<file path="config.mk">
export PLATFORM = sky130hd
export DESIGN_NAME = dcr_config_regs
export DESIGN_NICKNAME = d
export VERILOG_FILES = /design/src/hdl/dcr_config_regs.v
export VERILOG_INCLUDE_DIRS = /design/src /design/src/hdl
export SDC_FILE = /design/constraint.sdc
export NUM_CORES = 1
export LEC_CHECK = 0
export BUFFER_PORTS_ARGS = -buffer_cell sky130_fd_sc_hd__clkbuf_2
export CAP_MARGIN = 20
export CORE_MARGIN = 1.5
export CORE_UTILIZATION = 37
export DETAILED_ROUTE_END_ITERATION = 8
export GPL_TIMING_DRIVEN = 0
export PLACE_DENSITY = 0.64
export SKIP_CTS_REPAIR_TIMING = 1
export SKIP_LAST_GASP = 1
export SLEW_MARGIN = 20
export SYNTH_ARGS = -nofsm -noshare
export SYNTH_HDL_FRONTEND = slang
export SYNTH_SLANG_ARGS = --single-unit
export TNS_END_PERCENT = 10
</file>
<file path="constraint.sdc">
create_clock -name clock -period 1.45 [get_ports clock]
set_clock_uncertainty 0.15 [all_clocks]
set_input_delay 0.145 -clock clock [delete_from_list [all_inputs] [get_ports clock]]
set_output_delay 0.145 -clock clock [all_outputs]
set_load 0.02 [all_outputs]
</file>
<file path="src/hdl/dcr_consts.vh">
// constants for the dual converter configuration register bank
`ifndef DCR_CONSTS_VH
`define DCR_CONSTS_VH

// ==========================================================
// register offsets
`define DCR_ADDR_W          12
`define DCR_OFS_GRADE_REV   12'h006
`define DCR_OFS_PAGE        12'h008
`define DCR_OFS_SCRATCH     12'h00a
`define DCR_OFS_PWR_CTRL    12'h011
`define DCR_OFS_TX_MASK     12'h012

// ==========================================================
// paged ranges, inclusive
`define DCR_PG_A_LO         12'h013
`define DCR_PG_A_HI         12'h014
`define DCR_PG_B_LO         12'h034
`define DCR_PG_B_HI         12'h03d
`define DCR_PG_C_LO         12'h110
`define DCR_PG_C_HI         12'h124
`define DCR_PG_D_LO         12'h135
`define DCR_PG_D_HI         12'h14c

// ==========================================================
// page codes
`define DCR_PAGE_CH0        2'h1
`define DCR_PAGE_CH1        2'h2
`define DCR_PAGE_BOTH       2'h3

// ==========================================================
// field positions
`define DCR_PWR_REF_BIT     7
`define DCR_PWR_CH0_BIT     6
`define DCR_PWR_CH1_BIT     4
`define DCR_PWR_BIAS_BIT    2
`define DCR_MASK_CH1_BIT    1
`define DCR_MASK_CH0_BIT    0

// ==========================================================
// reset values
`define DCR_RST_PAGE        2'h3
`define DCR_RST_SCRATCH     8'h00
`define DCR_RST_REF_PD      1'b0
`define DCR_RST_CH0_PD      1'b1
`define DCR_RST_CH1_PD      1'b1
`define DCR_RST_BIAS_PD     1'b1
`define DCR_RST_MASK        2'h0

`endif

</file>
<file path="src/hdl/dcr_config_regs.v">
// configuration register bank of a dual converter: paging, scratch, power-down, tx masks
`timescale 1ns/10ps
`include "dcr_consts.vh"


module dcr_config_regs #(
	parameter [3:0] GRADE_CODE    = 4'h2, // arbitrary value
	parameter [3:0] REVISION_CODE = 4'h1  // arbitrary value
) (
	input  wire        clock,
	input  wire        rst_n,
	input  wire        clk_en,
	input  wire [11:0] reg_addr,
	input  wire [7:0]  reg_wdata,
	input  wire        reg_wr,
	input  wire        reg_rd,
	output reg  [7:0]  reg_rdata_ff,
	output wire        paged_hit,
	output wire        paged_wr_ch0,
	output wire        paged_wr_ch1,
	output wire        paged_rd_ch1,
	input  wire        transmit_enable_pin_0,
	input  wire        transmit_enable_pin_1,
	output reg         reference_power_down_ff,
	output reg         master_bias_power_down_ff,
	output reg         channel0_down_ff,
	output reg         channel1_down_ff
);

	// ==========================================================
	// reset release
	reg rst_meta_ff;
	reg rst_sync_ff;

	always @(posedge clock or negedge rst_n) begin
		if (!rst_n) begin
			rst_meta_ff <= 1'b0;
			rst_sync_ff <= 1'b0;
		end else begin
			rst_meta_ff <= 1'b1;
			rst_sync_ff <= rst_meta_ff;
		end
	end

	wire rst_int_n = rst_sync_ff;

	// ==========================================================
	// helpers
	function in_range;
		input [11:0] a;
		input [11:0] lo;
		input [11:0] hi;
		begin
			in_range = (a >= lo) && (a <= hi);
		end
	endfunction

	function is_paged;
		input [11:0] a;
		begin
			is_paged = in_range(a, `DCR_PG_A_LO, `DCR_PG_A_HI) |
				in_range(a, `DCR_PG_B_LO, `DCR_PG_B_HI) |
				in_range(a, `DCR_PG_C_LO, `DCR_PG_C_HI) |
				in_range(a, `DCR_PG_D_LO, `DCR_PG_D_HI);
		end
	endfunction

	// ==========================================================
	// software registers
	reg [1:0] page_ff;
	reg [7:0] scratch_ff;
	reg       ref_pd_ff;
	reg       ch0_pd_ff;
	reg       ch1_pd_ff;
	reg       bias_pd_ff;
	reg [1:0] mask_ff;

	wire wr_page    = reg_wr && (reg_addr == `DCR_OFS_PAGE);
	wire wr_scratch = reg_wr && (reg_addr == `DCR_OFS_SCRATCH);
	wire wr_pwr     = reg_wr && (reg_addr == `DCR_OFS_PWR_CTRL);
	wire wr_mask    = reg_wr && (reg_addr == `DCR_OFS_TX_MASK);

	always @(posedge clock or negedge rst_int_n) begin
		if (!rst_int_n) begin
			page_ff    <= `DCR_RST_PAGE;
			scratch_ff <= `DCR_RST_SCRATCH;
			ref_pd_ff  <= `DCR_RST_REF_PD;
			ch0_pd_ff  <= `DCR_RST_CH0_PD;
			ch1_pd_ff  <= `DCR_RST_CH1_PD;
			bias_pd_ff <= `DCR_RST_BIAS_PD;
			mask_ff    <= `DCR_RST_MASK;
		end else if (clk_en) begin
			if (wr_page) begin
				page_ff <= reg_wdata[1:0];
			end
			// scratch feeds only the read mux
			if (wr_scratch) begin
				scratch_ff <= reg_wdata;
			end
			if (wr_pwr) begin
				ref_pd_ff  <= reg_wdata[`DCR_PWR_REF_BIT];
				ch0_pd_ff  <= reg_wdata[`DCR_PWR_CH0_BIT];
				ch1_pd_ff  <= reg_wdata[`DCR_PWR_CH1_BIT];
				bias_pd_ff <= reg_wdata[`DCR_PWR_BIAS_BIT];
			end
			// reserved mask bits are not stored and read back as zero
			if (wr_mask) begin
				mask_ff[`DCR_MASK_CH1_BIT] <= reg_wdata[`DCR_MASK_CH1_BIT];
				mask_ff[`DCR_MASK_CH0_BIT] <= reg_wdata[`DCR_MASK_CH0_BIT];
			end
		end
	end

	// ==========================================================
	// page steering toward the per-channel register files
	// the paged registers live in the channel files; only the strobes leave here
	wire pg = is_paged(reg_addr);

	assign paged_hit    = pg;
	assign paged_wr_ch0 = pg && reg_wr && page_ff[0];
	assign paged_wr_ch1 = pg && reg_wr && page_ff[1];
	// broadcast reads come from channel 0
	assign paged_rd_ch1 = pg && (page_ff == `DCR_PAGE_CH1);

	// ==========================================================
	// read path, one cycle after the strobe
	reg [7:0] nxt_rdata;

	always @* begin
		nxt_rdata = 8'h00;
		case (reg_addr)
			`DCR_OFS_GRADE_REV: nxt_rdata = {GRADE_CODE, REVISION_CODE};
			`DCR_OFS_PAGE:      nxt_rdata = {6'h00, page_ff};
			`DCR_OFS_SCRATCH:   nxt_rdata = scratch_ff;
			`DCR_OFS_PWR_CTRL:  nxt_rdata = {ref_pd_ff, ch0_pd_ff, 1'b0, ch1_pd_ff,
				1'b0, bias_pd_ff, 2'h0};
			`DCR_OFS_TX_MASK:   nxt_rdata = {6'h00, mask_ff};
			default:            nxt_rdata = 8'h00;
		endcase
	end

	always @(posedge clock or negedge rst_int_n) begin
		if (!rst_int_n) begin
			reg_rdata_ff <= 8'h00;
		end else if (clk_en && reg_rd) begin
			reg_rdata_ff <= nxt_rdata;
		end
	end

	// ==========================================================
	// transmit-enable pins: synchronise, then catch the falling edge
	reg [1:0] tx_meta_ff;
	reg [1:0] tx_sync_ff;
	reg [1:0] tx_prev_ff;
	reg [1:0] tx_down_ff;
	reg [1:0] nxt_tx_down;

	always @(posedge clock or negedge rst_int_n) begin
		if (!rst_int_n) begin
			tx_meta_ff <= 2'h3;
			tx_sync_ff <= 2'h3;
			tx_prev_ff <= 2'h3;
		end else if (clk_en) begin
			tx_meta_ff <= {transmit_enable_pin_1, transmit_enable_pin_0};
			tx_sync_ff <= tx_meta_ff;
			tx_prev_ff <= tx_sync_ff;
		end
	end

	// edge-triggered on purpose: setting a mask while the pin is already low does not
	// power down; the hold then lasts until the pin rises or the mask is cleared
	always @* begin
		nxt_tx_down = tx_down_ff & mask_ff & ~tx_sync_ff;
		if (mask_ff[`DCR_MASK_CH1_BIT] && tx_prev_ff[1] && !tx_sync_ff[1]) begin
			nxt_tx_down[1] = 1'b1;
		end
		if (mask_ff[`DCR_MASK_CH0_BIT] && tx_prev_ff[0] && !tx_sync_ff[0]) begin
			nxt_tx_down[0] = 1'b1;
		end
	end

	always @(posedge clock or negedge rst_int_n) begin
		if (!rst_int_n) begin
			tx_down_ff <= 2'h0;
		end else if (clk_en) begin
			tx_down_ff <= nxt_tx_down;
		end
	end

	// ==========================================================
	// effective power-down levels
	wire common_pd = ref_pd_ff | bias_pd_ff;

	always @(posedge clock or negedge rst_int_n) begin
		if (!rst_int_n) begin
			reference_power_down_ff   <= `DCR_RST_REF_PD;
			master_bias_power_down_ff <= `DCR_RST_BIAS_PD;
			channel0_down_ff          <= 1'b1;
			channel1_down_ff          <= 1'b1;
		end else if (clk_en) begin
			reference_power_down_ff   <= ref_pd_ff;
			master_bias_power_down_ff <= bias_pd_ff;
			channel0_down_ff          <= ch0_pd_ff | common_pd | tx_down_ff[0];
			channel1_down_ff          <= ch1_pd_ff | common_pd | tx_down_ff[1];
		end
	end

endmodule

</file>
==> out/summary.txt, run 1 <==
Clock network latency to the later pin of the worst-skew pair - 290 ps
Estimated wirelength of the detail-placed design - 2890 µm
Synth Instances - 160
Final Hold Violating Endpoints - 1
Maximum buffer depth of the clock tree - 2
RSZ-0062 raised after global routing - yes
Largest fanout on the critical path - 6
Lkg Pwr - 1.09 nW
Final critical-path share of the clock period - 1.24
Post-synth top area cell - dfrtp_1
Pre-Repair DR Iteration Count - 4
Boundary Pins - 43
Wire length of the first global-routing pass - 6500 µm
Layout Cells excl Fill - 290
CTS sink cnt - 38
Antenna violations before repair - 0
Leading cell type in the layout, fill and taps excluded - clkbuf_2
Total global routing overflow - 0
Final Wtd Congestion - 0.731
Net count of the finished layout - 249
Post-detailed-placement cell area - 2150 µm²
Power density cells - 1020 nW/µm²
H-Tree Level Count - 2
Type of the tightest min-delay check - in2reg
Data required time at the worst endpoint - 1480 ps
Area contributors post-synth - dfrtp_1 (33%), dfstp_2 (20%), mux2_2 (15%)
Core area - 4720 µm²
Area of all placed cells without fillers - 2480 µm²
Max-capacitance violation count - 0
Initial core utilization - 0.385
Final worst hold slack - -0.621 ps
Number of setup violations in the final report - 28
Area of the mapped netlist - 1820 µm²
Critical setup path kind - in2reg
Cell at the root of the clock tree - clkbuf_8
Total via count in the routed design - 1460
Share of the synthesized area in the top cell type - 0.330
Proportion of synthesized chip area in sequential cells - 0.533
Number of vias per cell after detailed routing - 5.03
Max VDD drop - 0.525 mV
Share of post-route cells with drive strength above 1 - 0.480
Clock slew at reported path FFs - 70 ps
Slew at the pin closest to its max-slew limit - 502 ps
Area enclosed by the die boundary - 5340 µm²
Max Freq - 0.555 GHz
Crit path launch type - input port
Die Y-Extent - 73.1 µm
WL/cell - 13.7 µm
Ant diodes - 0
Number of violations reported at the end of detailed-routing iteration 0 - 55
Violations in the final reports - negative hold slack, negative setup slack
Post-synth cell types - 36
Number of CTS-inserted buffers - 5
Post-route DRC violation count - 0
Number of warnings issued by yosys - 0
Total routing resource utilization after global routing - 0.159
Die Span X - 73.1 µm
Port bufs - 42
Area taken by multi-input logic gates - 877 µm²
Combined flip-flop and latch cell area - 970 µm²
Area grow syn2layout - 36.2%
Number of storage elements in the synthesis netlist - 38
Worst max-slew margin expressed relative to the limit - 0.666
Final critical-path setup slack - -353 ps
Fillers - 440
Final setup TNS - -6690 ps
Commonest cells after routing, fill and taps aside - clkbuf_2 (39), mux2_2 (23), dfrtp_1 (23), nand2_1 (14), dfstp_2 (14)
Synthesized net count - 187
Via count of the first global-routing pass - 1435
Routed WL - 3970 µm
Worst endpoint data arrival time - 1840 ps
Number of placement rows - 25
# placed instances - 270
Mean Syn Cell Area - 11.4 µm²
Number of pins exceeding their max-slew limit in the final report - 0
Worst slack after detailed placement - -808 ps
Run status - complete, but fails checks
TritonCTS clock tree - built
Shortest clock period the worst path allows after layout - 1800 ps
Largest net degree at the start of global routing - 31
Kind of end point of the critical path - register
Count of antenna-violating nets left after detailed routing - 0
## kinds of logic after synthesis
family	count (synthesis)	synth area share
other	1	0.00206
buffers and inverters	8	0.0165
AOI/OAI and AO/OA	34	0.112
muxes	24	0.149
DFF	38	0.533
and+or+nand+nor	55	0.188
## synth_stat cells
cell type and number:
and4_1 1, a41oi_1 1, or4_1 2, or3_1 1
conb_1 1, o22ai_1 1, a31o_2 1, buf_1 1
nor4_2 1, or4bb_1 1, or2_2 2, nor4_1 6
and3_1 2, dfstp_2 14, nor2_1 8, a22oi_1 5
or2_1 1, or3b_2 1, nor4_4 2, nand2b_1 6
dfrtp_1 24, or4b_2 1, nor3b_1 1, a211oi_1 2
mux2_2 24, clkbuf_1 4, nand3_1 1, nand4_1 1
o21ai_0 9, nand2_1 14, a21oi_1 12, nor3_1 2
o21bai_1 1, o211ai_1 2, inv_1 3, and2b_2 1
## area by class of cell
cell class	instances	area share
clock inverter	2	0.0243
timing repair buffer	56	0.151
buffer	4	0.00758
clock buffer	6	0.0334
multi-input combinational	114	0.354
inverter	3	0.00455
tap	67	0.0339
sequential	38	0.392
## flip-flops by register name, indices dropped and copies added, names as in the netlist, 2 cells and up
signal,flops
reg_rdata_ff,8
scratch_ff,8
mask_ff,2
page_ff,2
tx_down_ff,2
tx_meta_ff,2
tx_prev_ff,2
tx_sync_ff,2
## routing by layer
layer	vias to the layer above	share of wire	GRT usage	wire, µm
met5	-	0	0	0
met1	706	0.43	0.192	1730
met2	30	0.51	0.270	2020
met3	9	0.035	0.0331	141
met4	0	0.020	0.0755	80
li1	715	-	-	-
## path summary, 6_finish.rpt
kind,cells after the start,end,startpoint,slack (ps)
worst min-delay path,3,reg_rdata_ff[0],reg_rd,-0.6
worst max-delay path,5,ref_pd_ff,reg_addr[8],-350
worst min register to register,0,tx_prev_ff[1],rst_int_n,180
min in group asynchronous,2,rst_meta_ff,rst_n,50
max in group asynchronous,1,page_ff[1],rst_int_n,720
worst max register to register,4,reg_rdata_ff[1],mask_ff[1],300
## metrics by stage
| step | util | power (mW) |
|---|---|---|
| global route | 0.524 | 2.63 |
| finish | 0.524 | 2.53 |
| detailed placement | 0.456 | 1.42 |
| CTS | 0.486 | 2.53 |
| floorplan | - | 1.31 |
| global placement | 0.452 | 1.40 |
## worst max-delay path, cell delays in order
cell and delay, ps:
clkbuf_2 130, or4_4 570, nor4_4 370, and2b_2 280, mux2_2 340
## power by group
| part | switching [mW] | total, mW | internal [mW] |
|---|---|---|---|
| clock | 0.369 | 1.10 | 0.734 |
| sequential | 0.0322 | 1.17 | 1.13 |
| combinational | 0.142 | 0.267 | 0.125 |
Power figures use the tool's default switching activity.
==> inputs of run 2 (changes only) <==
--- a/config.mk
+++ b/config.mk
@@ -8,2 +8,3 @@
 export LEC_CHECK = 0
+export ABC_AREA = 1
 export BUFFER_PORTS_ARGS = -buffer_cell sky130_fd_sc_hd__clkbuf_2
@@ -14,3 +15,3 @@
 export GPL_TIMING_DRIVEN = 0
-export PLACE_DENSITY = 0.64
+export PLACE_DENSITY = 0.63
 export SKIP_CTS_REPAIR_TIMING = 1
--- a/constraint.sdc
+++ b/constraint.sdc
@@ -4,2 +4,2 @@
 set_output_delay 0.145 -clock clock [all_outputs]
-set_load 0.02 [all_outputs]
+set_load 0.01 [all_outputs]
==> out/summary.txt, run 2 <==
RSZ-0062 raised after global routing - yes (unchanged)
Multiplexer share of the synthesized area - 0 (was 0.149)
Wire length of the first global-routing pass - 6990 µm (was 6500 µm)
Max VDD drop - 0.397 mV (was 0.525 mV)
Number of CTS-inserted buffers - 5 (unchanged)
Wire length on met3 - 181 µm (was 141 µm)
Initial core utilization - 0.388 (was 0.385)
Post-route DRC violation count - 0 (unchanged)
Number of violations reported at the end of detailed-routing iteration 0 - 141 (was 55)
Met1 layer wirelength in the final routing - 2120 µm (was 1730 µm)
Clock slew at reported path FFs - 70 ps (about the same)
Crit path launch type - register (was input port)
Run status - complete, but fails checks (unchanged)
Met2 WL - 1980 µm (was 2020 µm)
Post-Synth XOR/XNOR Area - 0 (unchanged)
Proportion of synthesized chip area in sequential cells - 0.482 (was 0.533)
Max-capacitance violation count - 0 (unchanged)
# placed instances - 363 (was 270)
Layout Cells excl Fill - 387 (was 290)
Largest fanout on the critical path - 4 (was 6)
WL/cell - 11.1 µm (was 13.7 µm)
Die Span X - 76.7 µm (was 73.1 µm)
Registers with the most flip-flops - reg_rdata_ff (8), scratch_ff (8) (unchanged)
Net count of the finished layout - 343 (was 249)
Critical setup path kind - reg2out (was in2reg)
Number of setup violations in the final report - 0 (was 28)
Port bufs - 40 (was 42)
Power density cells - 813 nW/µm² (was 1020 nW/µm²)
Number of vias per cell after detailed routing - 4.52 (was 5.03)
Final Wtd Congestion - 0.893 (was 0.731)
Area contributors post-synth - dfrtp_1 (30%), dfstp_2 (18%), nand2_1 (16%) (was dfrtp_1 (33%), dfstp_2 (20%), mux2_2 (15%))
CTS sink cnt - 38 (unchanged)
Synth Instances - 252 (was 160)
Final critical-path share of the clock period - 0.971 (was 1.24)
Lkg Pwr - 1.34 nW (was 1.09 nW)
Total routing resource utilization after global routing - 0.149 (was 0.159)
Area enclosed by the die boundary - 5880 µm² (was 5340 µm²)
Final Hold Violating Endpoints - 1 (unchanged)
Die Y-Extent - 76.7 µm (was 73.1 µm)
Total via count in the routed design - 1750 (was 1460)
Number of storage elements in the synthesis netlist - 38 (unchanged)
Combinational family with the most area after synthesis - simple AND/OR/NAND/NOR gates (unchanged)
Area grow syn2layout - 32.0% (was 36.2%)
Area of the mapped netlist - 2010 µm² (was 1820 µm²)
Ant diodes - 0 (unchanged)
Cell at the root of the clock tree - clkbuf_8 (unchanged)
Pre-Repair DR Iteration Count - 4 (unchanged)
Synthesized-area fraction occupied by ao, oa, aoi and oai cells - 0.105 (was 0.112)
Worst endpoint data arrival time - 1110 ps (was 1840 ps)
Max Freq - 0.710 GHz (was 0.555 GHz)
TritonCTS clock tree - built (unchanged)
Async SR Flop Fraction - 1.00 (unchanged)
Post-synth cell types - 30 (was 36)
Routed WL - 4310 µm (was 3970 µm)
Boundary Pins - 43 (unchanged)
Estimated wirelength of the detail-placed design - 3140 µm (was 2890 µm)
Post-synth top area cell - dfrtp_1 (unchanged)
Most frequently used flop master after synthesis - dfrtp_1 (unchanged)
H-Tree Level Count - 2 (unchanged)
Top layer in use - met4 (unchanged)
Kind of end point of the critical path - output port (was register)
Mean Syn Cell Area - 7.97 µm² (was 11.4 µm²)
Final worst hold slack - -12.8 ps (was -0.621 ps)
Synthesized net count - 279 (was 187)
Core area - 5170 µm² (was 4720 µm²)
Commonest cells after routing, fill and taps aside - nand2_1 (78), clkbuf_2 (33), inv_1 (30), dfrtp_1 (23), nor2_1 (16) (was clkbuf_2 (39), mux2_2 (23), dfrtp_1 (23), nand2_1 (14), dfstp_2 (14))
R2R Setup Slk - 270 ps (was 300 ps)
Violations in the final reports - negative hold slack (was negative hold slack, negative setup slack)
Number of pins exceeding their max-slew limit in the final report - 0 (unchanged)
Via count of the first global-routing pass - 1555 (was 1435)
Shortest clock period the worst path allows after layout - 1410 ps (was 1800 ps)
Share of the synthesized area in the top cell type - 0.299 (was 0.330)
Most used standard cell by instance count after synthesis - nand2_1
Type of the tightest min-delay check - in2reg (unchanged)
Antenna violations before repair - 0 (unchanged)
Total global routing overflow - 0 (unchanged)
Leading cell type in the layout, fill and taps excluded - nand2_1 (was clkbuf_2)
Synthesized-area fraction occupied by adder cells - 0 (unchanged)
Number of enable flip-flop cells after synthesis - 0 (unchanged)
Data required time at the worst endpoint - 1150 ps (was 1480 ps)
Number of warnings issued by yosys - 0 (unchanged)
Clock network latency to the later pin of the worst-skew pair - 290 ps (about the same)
Leading post-synthesis cells by instance count - nand2_1 (84), inv_1 (34), dfrtp_1 (24) (was dfrtp_1 (24), mux2_2 (24), dfstp_2 (14), nand2_1 (14), a21oi_1 (12))
Maximum buffer depth of the clock tree - 2 (unchanged)
Number of placement rows - 26 (was 25)
Share of post-route cells with drive strength above 1 - 0.356 (was 0.480)
Basic-gate share of the synthesized area counting and, or, nand and nor cells - 0.323 (was 0.188)
Count of antenna-violating nets left after detailed routing - 0 (unchanged)
Largest net degree at the start of global routing - 32 (was 31)
-- run 2: cell count changes in the layout (fill, tap and decap cells not counted), moves of 7 or more --
cell | previous run | this run
nor2_1 | 8 | 16
nor2_4 | 0 | 7
o21ai_1 | 1 | 11
nand3_1 | 1 | 15
inv_1 | 3 | 30
nand2_1 | 14 | 78
mux2_2 | 23 | 0
a21oi_1 | 12 | 2
-- run 2: worst max-delay path, cell delays in order (launching register included) --
cell and delay, ps:
dfstp_2 560, nand2_1 60, nor2_1 80, clkbuf_2 130
-- run 2: stage by stage --
| step | power [mW] | setup TNS (ps) | cell area [µm²] | worst slack (ps) | util |
|---|---|---|---|---|---|
| 5_1_grt | 2.27 | -65.9 | 2650 | -33.1 | 0.513 |
| 3_3_place_gp | 1.36 | -5500 | 2300 | -250 | 0.444 |
| 2_1_floorplan | 1.28 | 0 | 2010 | 130 | - |
| 6_report | 2.16 | 0 | 2650 | 42.1 | 0.513 |
| 4_1_cts | 2.12 | -32.4 | 2410 | -16.5 | 0.466 |
| 3_5_place_dp | 1.37 | -109 | 2320 | -38.5 | 0.448 |
-- run 2: area by class of cell --
class,instances,area (µm²)
Buffer,5,47.5
Fill cell,495,2520
Inverter,37,144
Timing Repair Buffer,57,393
Clock inverter,2,12.5
Sequential cell,38,970
Multi-Input combinational cell,172,915
Tap cell,70,87.6
Clock buffer,6,82.6
-- run 2: path summary, 6_finish.rpt --
path,from,to,depth (start not counted)
worst max-delay path,page_ff[1],paged_rd_ch1,3
worst min-delay path,reg_wdata[1],page_ff[1],3
worst max register to register,page_ff[1],reg_rdata_ff[1],5
worst min register to register,rst_int_n,tx_sync_ff[0],0
max in group asynchronous,rst_int_n,reference_power_down_ff,1
min in group asynchronous,rst_n,rst_int_n,2
-- run 2: where the power goes --
part | switching (mW) | total (mW) | leakage (nW) | internal [mW]
clock network | 0.366 | 0.748 | 0.0472 | 0.382
registers | 0.0165 | 1.13 | 0.464 | 1.11
logic | 0.163 | 0.281 | 0.829 | 0.118
total | 0.546 | 2.16 | 1.34 | 1.61
-- run 2: cell families (layout without fill, tap and decap cells) --
logic type	Yosys count	in the layout
AND/OR/NAND/NOR	137	137
buffers and inverters	42	107
flip-flops	38	38
AO/OA/AOI/OAI	34	34
other	1	1
-- run 2: layer usage --
| layer | vias up | GRT usage |
|---|---|---|
| met5 | - | 0 |
| met4 | 0 | 0.0389 |
| met3 | 4 | 0.0417 |
| met2 | 45 | 0.231 |
| met1 | 788 | 0.204 |
| li1 | 913 | - |
==> inputs of run 3 (changes only) <==
BUFFER_PORTS_ARGS = -buffer_cell sky130_fd_sc_hd__buf_2   (was -buffer_cell sky130_fd_sc_hd__clkbuf_2)
CTS_BUF_LIST = sky130_fd_sc_hd__clkbuf_8 sky130_fd_sc_hd__clkbuf_16   (was not set)
SKIP_LAST_GASP = not set   (was 1)
==> out/summary.txt, run 3 (same netlist as run 2, synthesis figures left out) <==
Shortest clock period the worst path allows after layout - 1400 ps (was 1410 ps)
Die Y-Extent - 76.7 µm (unchanged)
R2r worst-path depth - 5 (unchanged)
Commonest cells after routing, fill and taps aside - nand2_1 (75), buf_2 (36), inv_1 (30), dfrtp_1 (23), nor2_1 (17) (was nand2_1 (78), clkbuf_2 (33), inv_1 (30), dfrtp_1 (23), nor2_1 (16))
List of cells traversed by the critical path - inv_1, nor2_1, buf_2 (was nand2_1, nor2_1, clkbuf_2)
Worst Setup SP - page_ff[0] (was page_ff[1])
Number of setup violations in the final report - 0 (unchanged)
Combined flip-flop and latch cell area - 970 µm² (unchanged)
Switching power of the nets - 551 µW (was 546 µW)
Maximum buffer depth of the clock tree - 2 (unchanged)
Worst-path cell with the longest stage delay - dfstp_2 (unchanged)
Switching share of total power - 0.255 (was 0.253)
Cell at the root of the clock tree - clkbuf_8 (unchanged)
Kind of end point of the critical path - output port (unchanged)
Leading cell type in the layout, fill and taps excluded - nand2_1 (unchanged)
Clock slew at reported path FFs - 80 ps (was 70 ps)
Registers with the most flip-flops - reg_rdata_ff (8), scratch_ff (8) (unchanged)
Capturing point of the worst reg2reg path - reg_rdata_ff[0] (was reg_rdata_ff[1])
CP Buf/Inv Count - 2 (was 1)
Fillers - 496 (was 495)
Pre-Repair DR Iteration Count - 4 (unchanged)
Area taken by multi-input logic gates - 913 µm² (was 915 µm²)
Boundary Pins - 43 (unchanged)
Antenna violations before repair - 0 (unchanged)
Core area - 5170 µm² (unchanged)
Power density cells - 818 nW/µm² (was 813 nW/µm²)
Share of post-route cells with drive strength above 1 - 0.362 (was 0.356)
Die Span X - 76.7 µm (unchanged)
Port bufs - 40 (unchanged)
Max Freq - 0.714 GHz (was 0.710 GHz)
Endpoint of the worst setup timing path - paged_wr_ch0 (was paged_rd_ch1)
Worst endpoint data arrival time - 1100 ps (was 1110 ps)
WL/cell - 11.5 µm (was 11.1 µm)
Critical setup path kind - reg2out (unchanged)
Largest stage delay, worst path - 560 ps (about the same)
R2R Setup Slk - 260 ps (was 270 ps)
Total global routing overflow - 0 (unchanged)
RSZ-0062 raised after global routing - yes (unchanged)
Run status - finished, final reports clean (was complete, but fails checks)
Final Wtd Congestion - 0.898 (was 0.893)
Area enclosed by the die boundary - 5880 µm² (unchanged)
Wire length of the first global-routing pass - 7110 µm (was 6990 µm)
Crit path launch type - register (unchanged)
Number of placement rows - 26 (unchanged)
Combinational share of power - 0.131 (was 0.130)
Max-capacitance violation count - 0 (unchanged)
Lkg Pwr - 1.34 nW (about the same)
Number of vias per cell after detailed routing - 4.50 (was 4.52)
Clock group share of total power - 0.348 (was 0.347)
CTS sink cnt - 38 (unchanged)
Area grow syn2layout - 31.5% (was 32.0%)
Type of the tightest min-delay check - in2async (was in2reg)
Estimated wirelength of the detail-placed design - 3140 µm (about the same)
Stages on the worst setup path - 3 (unchanged)
Final Hold Violating Endpoints - 0 (was 1)
Max VDD drop - 0.435 mV (was 0.397 mV)
Number of pins exceeding their max-slew limit in the final report - 0 (unchanged)
Post-route DRC violation count - 0 (unchanged)
Number of CTS-inserted buffers - 5 (unchanged)
Routed WL - 4430 µm (was 4310 µm)
Via count of the first global-routing pass - 1568 (was 1555)
Number of violations reported at the end of detailed-routing iteration 0 - 92 (was 141)
Count of antenna-violating nets left after detailed routing - 0 (unchanged)
TritonCTS clock tree - built (unchanged)
Total via count in the routed design - 1734 (was 1750)
Final critical-path share of the clock period - 0.965 (was 0.971)
Total routing resource utilization after global routing - 0.153 (was 0.149)
Ant diodes - 0 (unchanged)
Cell class contributing the biggest share of worst-path delay - flip-flops (unchanged)
H-Tree Level Count - 2 (unchanged)
Initial core utilization - 0.388 (unchanged)
Net count of the finished layout - 341 (was 343)
Data required time at the worst endpoint - 1150 ps (about the same)
Largest net degree at the start of global routing - 33 (was 32)
Portion of total power attributed to sequential cells - 0.521 (was 0.523)
Startpoint of the most critical register-to-register path - page_ff[0] (was page_ff[1])
Largest fanout on the critical path - 4 (unchanged)
Clock network latency to the later pin of the worst-skew pair - 290 ps (about the same)
Pint - 1.61 mW (about the same)
Overall power consumption - 2.16 mW (about the same)
Post-route core utilization - 0.511 (was 0.513)
==> run 3: cell count changes in the layout (fill, tap and decap cells not counted), sizes merged <==
| cell | change |
|---|---|
| buf | +33 |
| dlygate4sd3 | -1 |
| clkbuf | -34 |
==> run 3: power groups by stage <==
stage,clock (mW),combinational [mW],sequential [mW]
2_1_floorplan,0,0.120,1.16
3_3_place_gp,0,0.198,1.16
3_5_place_dp,0,0.225,1.15
4_1_cts,0.777,0.226,1.13
5_1_grt,0.831,0.317,1.13
6_report,0.751,0.283,1.13
==> run 3: cell type report <==
class,instances,share of cell area
sequential,38,0.367
buffer,5,0.0180
clock inverter,2,0.00474
tap,70,0.0332
multi-input combinational,172,0.346
clock buffer,6,0.0313
timing repair buffer,55,0.144
inverter,37,0.0564
==> run 3: worst register-to-register path, stage by stage (launching register included) <==
cell,delay [ps]
dfstp_2,560
buf_4,110
nand3_1,80
nand4_1,120
nand2_1,50
nand2_1,60
==> run 3: routing by layer <==
layer | part of all wire | track usage | up-vias
met2 | 0.48 | 0.239 | 37
met5 | 0 | 0 | -
met1 | 0.47 | 0.203 | 779
met4 | 0.0081 | 0.0500 | 0
li1 | - | - | 914
met3 | 0.043 | 0.0476 | 4
==> run 3: worst min path at each step <==
stage | end | start | depth (start not counted)
2_1_floorplan | rst_int_n | rst_n | 0
3_3_place_gp | rst_meta_ff | rst_n | 1
3_5_place_dp | rst_meta_ff | rst_n | 1
4_1_cts | rst_int_n | rst_n | 1
5_1_grt | rst_int_n | rst_n | 2
6_report | rst_int_n | rst_n | 2
==> run 3: through the flow <==
step / setup TNS, ps / cells / cell area [µm²] / hold slack (ps) / worst slack [ps]
2_1_floorplan: 0 / 252 / 2010 / -301 / 130
3_3_place_gp: -5650 / 362 / 2300 / -217 / -255
3_5_place_dp: -87.9 / 363 / 2320 / -216 / -37.0
4_1_cts: -6.55 / 371 / 2410 / -539 / -5.73
5_1_grt: -10.7 / 385 / 2640 / 9.82 / -10.7
6_report: 0 / 385 / 2640 / 2.31 / 50.4
